## src/slh_pkg.sv

```systemverilog
// Package for the stop exit and limp-home sequencer.
// Assumes a single 250 MHz clock and AXI4-Lite register access.
package slh_pkg;

	// ----------------------------------------
	// Register map (byte addresses)
	// ----------------------------------------
	localparam logic [7:0] SLH_CTRL_OFS = 8'h00;
	localparam logic [7:0] SLH_FLAGS_OFS = 8'h04;
	localparam logic [7:0] SLH_STAT_OFS = 8'h08;

	// ----------------------------------------
	// Control register fields
	// ----------------------------------------
	localparam int SLH_CTRL_NOLIMP_BIT = 0;
	localparam int SLH_CTRL_MON_BIT = 1;
	localparam int SLH_CTRL_FMON_BIT = 2;
	localparam int SLH_CTRL_DELAY_BIT = 3;
	localparam int SLH_CTRL_PSTOP_BIT = 4;
	localparam int SLH_CTRL_INTEN_BIT = 5;
	localparam int SLH_CTRL_BUSSEL_BIT = 6;
	localparam int SLH_CTRL_MODSEL_BIT = 7;
	localparam logic [7:0] SLH_CTRL_RESET = 8'h0a;

	// ----------------------------------------
	// Flags and status fields
	// ----------------------------------------
	localparam int SLH_FLG_STATUS_BIT = 0;
	localparam int SLH_FLG_INTFLAG_BIT = 1;
	localparam int SLH_STAT_STOPPED_BIT = 0;
	localparam int SLH_STAT_WAITING_BIT = 1;
	localparam int SLH_STAT_PSEUDO_BIT = 2;

	// ----------------------------------------
	// Counter timing in slow-divided clock cycles
	// ----------------------------------------
	localparam int SLH_CNT_STAGES = 13;
	localparam logic [12:0] SLH_MID_COUNT = 13'h1000;
	localparam logic [12:0] SLH_SHORT_COUNT = 13'h0010;

	localparam logic [1:0] SLH_RESP_OKAY = 2'h0;
	localparam logic [1:0] SLH_RESP_SLVERR = 2'h2;

	typedef enum logic [2:0] {
		SLH_RUN,
		SLH_STOPPED,
		SLH_DELAY,
		SLH_LIMP
	} slh_state_t;

endpackage

```

## src/slh_sequencer.sv

```systemverilog
// Stop and pseudo-stop exit sequencer with limp-home clock fallback.
// Assumes wake inputs and the clock-present level come from pins.
//
// Implementation choices: the placing of the registers and the AXI4-Lite slave port.
`timescale 1ns/10ps

// Operation
// - Stop instruction enters stop; recovery chosen by limp disable, monitor, delay bits.
// - Delay enable set gives a 4096-count wait from the 13-stage counter.
// - Counter advances only on slow-divided clock enables.
// - Reset, irq, nonmaskable_irq_pin, key wake-ups or can wake-up exit stop.
// - Limp disabled, monitor off: exit on oscillator clock, 4096 cycles with delay.
// - Limp disabled, monitor enabled: stop instruction causes clock monitor reset.
// - Limp enabled: monitors masked at stop; exit in limp-home with monitors on.
// - Limp plus delay: after 4096 cycles, clock present ends limp-home.
// - No clock after 4096: limp status and flag set; recheck every 8192.
// - Clock found in limp-home: clear status, set flag, interrupt if enabled.
// - Leaving limp-home restores bus and module clock selects.
// - Limp enabled, no delay, no clock present: release at once and run in limp-home.
// - Clock present with no delay: release at once, limp status never set.
// - Pseudo-stop select makes stop keep oscillator running; same wakes, delay.
// - Pseudo-stop exit with limp and delay enters limp-home; selects forced.
// - Pseudo-stop exit with limp and no delay releases without delay.
// - Pseudo-stop, limp off, monitor off, delay: external clock after 4096.
// - Pseudo-stop, limp off, monitor off, no delay: external clock after 16.
// - Limp flag clears only when software writes one to it.
module slh_sequencer
	import slh_pkg::*;
(
	// Clock and reset
	input wire logic clk,
	input wire logic rstn,
	// Slow-divided clock enable pulse
	input wire logic slow_divided_clock,
	// Core stop request
	input wire logic stop_exec,
	// Wake sources and oscillator status (asynchronous)
	input wire logic ext_reset_wake,
	input wire logic irq_wake,
	input wire logic nonmaskable_irq_pin,
	input wire logic key_wake_j,
	input wire logic key_wake_h,
	input wire logic can_controller_wakeup,
	input wire logic ext_clock_present,
	// Sequencer outputs
	output logic core_release,
	output logic core_clock_source,
	output logic osc_enable,
	output logic clock_monitor_reset,
	output logic monitor_active,
	output logic pll_bus_clock_select,
	output logic module_clock_select,
	output logic limp_home_irq,
	// AXI4-Lite slave
	input wire logic [7:0] s_axi_awaddr,
	input wire logic s_axi_awvalid,
	output logic s_axi_awready,
	input wire logic [31:0] s_axi_wdata,
	input wire logic [3:0] s_axi_wstrb,
	input wire logic s_axi_wvalid,
	output logic s_axi_wready,
	output logic [1:0] s_axi_bresp,
	output logic s_axi_bvalid,
	input wire logic s_axi_bready,
	input wire logic [7:0] s_axi_araddr,
	input wire logic s_axi_arvalid,
	output logic s_axi_arready,
	output logic [31:0] s_axi_rdata,
	output logic [1:0] s_axi_rresp,
	output logic s_axi_rvalid,
	input wire logic s_axi_rready
);

	// ----------------------------------------
	// Input synchronisers
	// ----------------------------------------
	logic [6:0] sync1;
	logic [6:0] sync2;
	always_ff @(posedge clk or negedge rstn) begin
		if (!rstn) begin
			sync1 <= 7'h00;
			sync2 <= 7'h00;
		end else begin
			sync1 <= {ext_clock_present, can_controller_wakeup, key_wake_h, key_wake_j,
				nonmaskable_irq_pin, irq_wake, ext_reset_wake};
			sync2 <= sync1;
		end
	end
	logic wake_any;
	logic clk_seen;
	assign wake_any = |sync2[5:0];
	assign clk_seen = sync2[6];

	// ----------------------------------------
	// Registers
	// ----------------------------------------
	logic [7:0] ctrl;
	logic limp_home_status;
	logic limp_home_int_flag;
	logic limp_home_disable;
	logic clock_monitor_enable;
	logic forced_clock_monitor_enable;
	logic stop_exit_delay_enable;
	logic pseudo_stop_select;
	logic limp_home_int_enable;
	assign limp_home_disable = ctrl[SLH_CTRL_NOLIMP_BIT];
	assign clock_monitor_enable = ctrl[SLH_CTRL_MON_BIT];
	assign forced_clock_monitor_enable = ctrl[SLH_CTRL_FMON_BIT];
	assign stop_exit_delay_enable = ctrl[SLH_CTRL_DELAY_BIT];
	assign pseudo_stop_select = ctrl[SLH_CTRL_PSTOP_BIT];
	assign limp_home_int_enable = ctrl[SLH_CTRL_INTEN_BIT];

	// ----------------------------------------
	// AXI4-Lite handshakes
	// ----------------------------------------
	logic aw_held;
	logic w_held;
	logic [7:0] aw_addr;
	logic [31:0] w_data;
	logic [3:0] w_strb;
	logic wr_fire;
	assign s_axi_awready = !aw_held && !s_axi_bvalid;
	assign s_axi_wready = !w_held && !s_axi_bvalid;
	assign wr_fire = aw_held && w_held && !s_axi_bvalid;
	assign s_axi_arready = !s_axi_rvalid;

	always_ff @(posedge clk or negedge rstn) begin
		if (!rstn) begin
			aw_held <= 1'b0;
			w_held <= 1'b0;
			aw_addr <= 8'h00;
			w_data <= 32'h0;
			w_strb <= 4'h0;
			s_axi_bvalid <= 1'b0;
			s_axi_bresp <= SLH_RESP_OKAY;
		end else begin
			if (s_axi_awvalid && s_axi_awready) begin
				aw_held <= 1'b1;
				aw_addr <= s_axi_awaddr;
			end
			if (s_axi_wvalid && s_axi_wready) begin
				w_held <= 1'b1;
				w_data <= s_axi_wdata;
				w_strb <= s_axi_wstrb;
			end
			if (wr_fire) begin
				aw_held <= 1'b0;
				w_held <= 1'b0;
				s_axi_bvalid <= 1'b1;
				s_axi_bresp <= (aw_addr[7:2] == SLH_CTRL_OFS[7:2] ||
					aw_addr[7:2] == SLH_FLAGS_OFS[7:2] ||
					aw_addr[7:2] == SLH_STAT_OFS[7:2]) ? SLH_RESP_OKAY : SLH_RESP_SLVERR;
			end else if (s_axi_bvalid && s_axi_bready) begin
				s_axi_bvalid <= 1'b0;
			end
		end
	end

	logic ctrl_wr;
	logic flag_clr;
	assign ctrl_wr = wr_fire && aw_addr[7:2] == SLH_CTRL_OFS[7:2] && w_strb[0];
	assign flag_clr = wr_fire && aw_addr[7:2] == SLH_FLAGS_OFS[7:2] && w_strb[0] &&
		w_data[SLH_FLG_INTFLAG_BIT];

	// ----------------------------------------
	// Sequencer state
	// ----------------------------------------
	slh_state_t state;
	logic [SLH_CNT_STAGES-1:0] cnt;
	logic pseudo;
	logic saved_bus_sel;
	logic saved_mod_sel;
	logic mid_hit;
	logic short_mode;
	logic lh_set;
	logic lh_event;
	assign mid_hit = slow_divided_clock && (cnt == SLH_MID_COUNT - 13'h1);

	always_ff @(posedge clk or negedge rstn) begin
		if (!rstn) begin
			ctrl <= SLH_CTRL_RESET;
		end else if (ctrl_wr) begin
			ctrl <= w_data[7:0];
		end
	end

	// Counter free-runs in limp-home, cleared at each delay start
	always_ff @(posedge clk or negedge rstn) begin
		if (!rstn) begin
			cnt <= '0;
		end else if (state == SLH_STOPPED || state == SLH_RUN) begin
			cnt <= '0;
		end else if (slow_divided_clock) begin
			cnt <= cnt + 13'h1;
		end
	end

	always_ff @(posedge clk or negedge rstn) begin
		if (!rstn) begin
			state <= SLH_RUN;
			pseudo <= 1'b0;
			short_mode <= 1'b0;
			limp_home_status <= 1'b0;
			lh_event <= 1'b0;
			clock_monitor_reset <= 1'b0;
			saved_bus_sel <= 1'b0;
			saved_mod_sel <= 1'b0;
		end else begin
			lh_event <= 1'b0;
			clock_monitor_reset <= 1'b0;
			case (state)
				SLH_RUN: begin
					if (stop_exec) begin
						if (limp_home_disable &&
							(clock_monitor_enable || forced_clock_monitor_enable)) begin
							clock_monitor_reset <= 1'b1;
						end else begin
							state <= SLH_STOPPED;
							pseudo <= pseudo_stop_select;
							saved_bus_sel <= ctrl[SLH_CTRL_BUSSEL_BIT];
							saved_mod_sel <= ctrl[SLH_CTRL_MODSEL_BIT];
						end
					end
				end
				SLH_STOPPED: begin
					if (wake_any) begin
						short_mode <= 1'b0;
						if (limp_home_disable) begin
							if (stop_exit_delay_enable) begin
								state <= SLH_DELAY;
							end else if (pseudo) begin
								state <= SLH_DELAY;
								short_mode <= 1'b1;
							end else begin
								state <= SLH_RUN;
							end
						end else if (stop_exit_delay_enable) begin
							state <= SLH_DELAY;
						end else if (clk_seen) begin
							state <= SLH_RUN;
						end else begin
							state <= SLH_LIMP;
							limp_home_status <= 1'b1;
							lh_event <= 1'b1;
						end
					end
				end
				SLH_DELAY: begin
					if (short_mode) begin
						if (slow_divided_clock && cnt == SLH_SHORT_COUNT - 13'h1) begin
							state <= SLH_RUN;
						end
					end else if (mid_hit) begin
						if (limp_home_disable || clk_seen) begin
							state <= SLH_RUN;
						end else begin
							state <= SLH_LIMP;
							limp_home_status <= 1'b1;
							lh_event <= 1'b1;
						end
					end
				end
				SLH_LIMP: begin
					if (mid_hit && clk_seen) begin
						state <= SLH_RUN;
						limp_home_status <= 1'b0;
						lh_event <= 1'b1;
					end
				end
				default: state <= SLH_RUN;
			endcase
		end
	end

	// Flag set wins over a simultaneous clear
	assign lh_set = lh_event;
	always_ff @(posedge clk or negedge rstn) begin
		if (!rstn) begin
			limp_home_int_flag <= 1'b0;
		end else if (lh_set) begin
			limp_home_int_flag <= 1'b1;
		end else if (flag_clr) begin
			limp_home_int_flag <= 1'b0;
		end
	end

	// ----------------------------------------
	// Clock selection outputs
	// ----------------------------------------
	logic limp_clk;
	assign limp_clk = !limp_home_disable &&
		(state == SLH_LIMP || (state == SLH_DELAY && !short_mode));
	always_ff @(posedge clk or negedge rstn) begin
		if (!rstn) begin
			core_release <= 1'b1;
			core_clock_source <= 1'b0;
			osc_enable <= 1'b1;
			monitor_active <= 1'b0;
			pll_bus_clock_select <= 1'b0;
			module_clock_select <= 1'b0;
			limp_home_irq <= 1'b0;
		end else begin
			core_release <= state == SLH_RUN || state == SLH_LIMP;
			core_clock_source <= limp_clk;
			osc_enable <= state != SLH_STOPPED || pseudo;
			monitor_active <= limp_clk ||
				(state != SLH_STOPPED && (clock_monitor_enable ||
				forced_clock_monitor_enable));
			pll_bus_clock_select <= limp_clk ? 1'b1 : (state == SLH_RUN ?
				ctrl[SLH_CTRL_BUSSEL_BIT] : saved_bus_sel);
			module_clock_select <= limp_clk ? 1'b0 : (state == SLH_RUN ?
				ctrl[SLH_CTRL_MODSEL_BIT] : saved_mod_sel);
			limp_home_irq <= limp_home_int_flag && limp_home_int_enable;
		end
	end

	// ----------------------------------------
	// Read channel
	// ----------------------------------------
	always_ff @(posedge clk or negedge rstn) begin
		if (!rstn) begin
			s_axi_rvalid <= 1'b0;
			s_axi_rdata <= 32'h0;
			s_axi_rresp <= SLH_RESP_OKAY;
		end else if (s_axi_arvalid && s_axi_arready) begin
			s_axi_rvalid <= 1'b1;
			s_axi_rresp <= SLH_RESP_OKAY;
			case (s_axi_araddr[7:2])
				SLH_CTRL_OFS[7:2]: s_axi_rdata <= {24'h0, ctrl};
				SLH_FLAGS_OFS[7:2]: s_axi_rdata <= {30'h0, limp_home_int_flag,
					limp_home_status};
				SLH_STAT_OFS[7:2]: s_axi_rdata <= {29'h0, pseudo,
					state == SLH_DELAY, state == SLH_STOPPED};
				default: begin
					s_axi_rdata <= 32'h0;
					s_axi_rresp <= SLH_RESP_SLVERR;
				end
			endcase
		end else if (s_axi_rvalid && s_axi_rready) begin
			s_axi_rvalid <= 1'b0;
		end
	end

endmodule

```

## config.mk

```make
export PLATFORM = sky130hd
export DESIGN_NAME = slh_sequencer
export DESIGN_NICKNAME = d
export VERILOG_FILES = /design/src/slh_pkg.sv /design/src/slh_sequencer.sv
export SDC_FILE = /design/constraint.sdc
export NUM_CORES = 1
export LEC_CHECK = 0
export BUFFER_PORTS_ARGS = -buffer_cell sky130_fd_sc_hd__buf_2
export CAP_MARGIN = 10
export CELL_PAD_IN_SITES_DETAIL_PLACEMENT = 2
export CELL_PAD_IN_SITES_GLOBAL_PLACEMENT = 2
export CORE_MARGIN = 1.5
export CORE_UTILIZATION = 29
export CTS_CLUSTER_DIAMETER = 120
export DETAILED_ROUTE_END_ITERATION = 8
export PLACE_DENSITY = 0.85
export SLEW_MARGIN = 20
export SYNTH_ARGS = -nofsm -noshare
export SYNTH_HDL_FRONTEND = slang
export SYNTH_SLANG_ARGS = --single-unit
```

## constraint.sdc

```tcl
create_clock -name clk -period 1.6 [get_ports clk]
set_input_delay 0.08 -clock clk [delete_from_list [all_inputs] [get_ports clk]]
set_output_delay 0.08 -clock clk [all_outputs]
set_load 0.05 [all_outputs]
```

==> reports/metrics.yaml <==
final_layout:
  num-fill-cells: 1223
  fin_cells: 603
  syn_to_final_growth_pct: 42.1
  n_antenna_cell: 0
  fin_nets: 504
  final_area_sq_um: 5110
  drive_gt1_frac: 0.416
global_route:
  grt_max_degree: 36
  grt_pass1_wl_microns: 17500
  antenna_found_initial: 0
  grt.total_usage: 0.177
  overflow: 0
  first_global_vias: 3212
placement:
  place_congestion: 0.796
  io_buffers: 59
  dp_hpwl_microns: 7230
  placed_cells_incl_taps: 558
  placed_area_sq_um: 4350
  pre_cts_ws_ns: -0.266
pwr:
  power.total_uw: 7450
  power.density_nw_per_um2: 1460
  p_leak_uw: 0.00240
  irDropWorstVdd_mv: 0.652
route:
  num_vias: 2798
  drtAntennaViolNets: 0
  drt-total-wl_microns: 10800
  post_drt_wl_per_cell_microns: 17.9
  drtIter0Drc: 127
  viasPerCell: 4.64
  drc: 0
  drtPass1Iterations: 4
critical_path:
  regToRegSetupSlack_ns: -0.18
  r2r_start: "cnt[7]"
  crit_fanout: 2
  crit_path_max_incr_delay_ns: 0.54
  path_cells: "or4_4 -> o41ai_4 -> o2111a_2 -> o32ai_2"
  reg2reg_to: "state[1]"
  startpoint_type: "flip-flop"
  worst_setup_path_end_kind: "flip-flop"
  critPathBufInv: 0
  cp_slowest_cell: "or4_4"
  arrival_ns: 1.99
  critPathTopFamily: "compound AO/OA/AOI/OAI gates"
  critPathRequiredTime_ns: 1.82
  reg2reg_depth: 4
  crit_type: "reg2reg"
sta:
  layout_setup_ws_ns: -0.179
  finalMaxSlewViolations: 0
  grt_setup_unrepaired: "yes"
  post-route-period-util: 1.11
  skew_ns: 0.00653
  finalCriticalPeriod_ns: 1.78
  setup_viol: 12
  hold-worst-slack_ns: 0.0395
  fmax_mhz: 562
  hold_viol: 0
cts:
  cts_tree: "yes"
  clock_tree.root_cell: "clkbuf_16"
  path_clk_slew_ns: 0.06
  cts_num_sinks: 81
  htree_num_levels: 3
  cts_max_path_buffers: 2
  cts_made_buffers: 9
  insertion_delay_ns: 0.34
min_path:
  min_to: "clock_monitor_reset"
  worstHoldStart: "stop_exec"
  worstHoldPathCells: 2
  hold_path_class: "in2reg"
logic_synthesis:
  yosys.cell_types.count: 51
  ys_seq_elements: 81
  async_flop_share: 1.00
  ys_seq_area_frac: 0.565
  synth_area_leaders: "dfrtp_1, mux2_2, buf_4"
  synth_top_area_cell: "dfrtp_1"
  ys.warnings.count: 0
  synth.top_cell.area_share: 0.536
  yosys.cell_count.top_type: "dfrtp_1"
  synth_edf_count: 0
  syn_inst: 302
  synthFlopType: "dfrtp_1"
  synth_commonest_cells: "dfrtp_1, mux2_2, buf_4"
  avgSynthCellArea_sq_um: 11.9
  syn_area_sq_um: 3600
run:
  cap_violations: 0
floorplan:
  dieHeight_microns: 114
  coreArea_sq_um: 12100
  dieWidth_microns: 114
  initial_core_util: 0.298
  die-area_sq_um: 13100
  top_level_ports: 117
  rows: 40
run_status:
  violations: "negative setup slack"
  outcome: "finished, violations left"
-- what timing repair did --
action	in CTS	in global routing
resized for setup	19	12
pin swaps	4	3
buffers inserted	3	2
cloned	0	0
endpoints found under the hold margin	53	1
hold buffers	24	1
endpoints found under the setup margin	25	22
-- routing by layer --
metal	part of all wire	vias up	GRT usage
met5	0	-	0
met4	0.022	0	0.0667
met3	0.035	18	0.0323
met2	0.53	88	0.326
met1	0.41	1430	0.204
li1	-	1262	-
-- state kept, by name, summed over array words and instances (netlist names), 2 cells and up --
register	cells
s_axi_rdata	8
sync1	7
w_data	8
cnt	13
aw_addr	6
sync2	7
state	2
ctrl	8
-- cell families (layout without fill, tap and decap cells) --
group / after synthesis / after routing / synth area share
compound gates: 42 / 42 / 0.0891
xor+xnor: 10 / 10 / 0.0244
fa+ha+maj: 5 / 5 / 0.0174
buf+inv: 43 / 151 / 0.0724
flops: 81 / 81 / 0.565
mux: 33 / 33 / 0.101
other cells: 1 / 26 / 0.00104
simple gates: 87 / 87 / 0.129
-- where the power goes --
part / internal [uW] / switching (uW) / leakage [uW]
Clock: 1400 / 848 / 0.000159
Combinational: 1020 / 1250 / 0.00125
Sequential: 2530 / 398 / 0.000992
-- final cells by class --
type | instances | area, sq um | share of cell area
clock inverter | 5 | 78.8 | 0.0154
timing repair buffer | 128 | 903 | 0.177
clock buffer | 10 | 239 | 0.0468
tap | 168 | 210 | 0.0411
sequential | 81 | 2030 | 0.398
multi-input combinational | 203 | 1610 | 0.315
inverter | 8 | 33.8 | 0.00661
-- placed cells by master (no fill, tap or decap), types with 3 or more instances in the layout --
master,n
nor2b_1,5
nand3_1,4
mux2_4,16
dfstp_2,4
nand2b_1,4
and3_1,3
clkbuf_16,9
xor2_1,9
a21o_1,3
buf_2,58
a22o_1,8
inv_1,5
nand3_2,3
dfrtp_1,75
nor2_1,23
ha_4,3
and2_1,4
o21ai_0,7
nand4_1,6
mux2_2,11
a21oi_1,6
nand2_1,14
buf_4,43
nor3_1,4
conb_1,26
dlygate4sd3_1,25
mux2i_1,6
-- per-stage QoR --
step | setup TNS [ns] | util
floorplan | -1.54 | -
global placement | -1.41 | 0.361
detailed placement | -3.01 | 0.361
CTS | -1.28 | 0.417
global route | -2.22 | 0.424
finish | -1.17 | 0.424
-- worst max-delay path by stage --
stage | startpoint | to | cells past startpoint
finish | cnt[7] | state[1] | 4
global route | cnt[7] | state[1] | 4
CTS | cnt[7] | state[0] | 4
detailed placement | cnt[0] | state[0] | 5
global placement | aw_addr[5] | ctrl[6] | 5
floorplan | s_axi_bvalid | ctrl[0] | 4
Note: power is estimated with default switching activity, not from simulation.
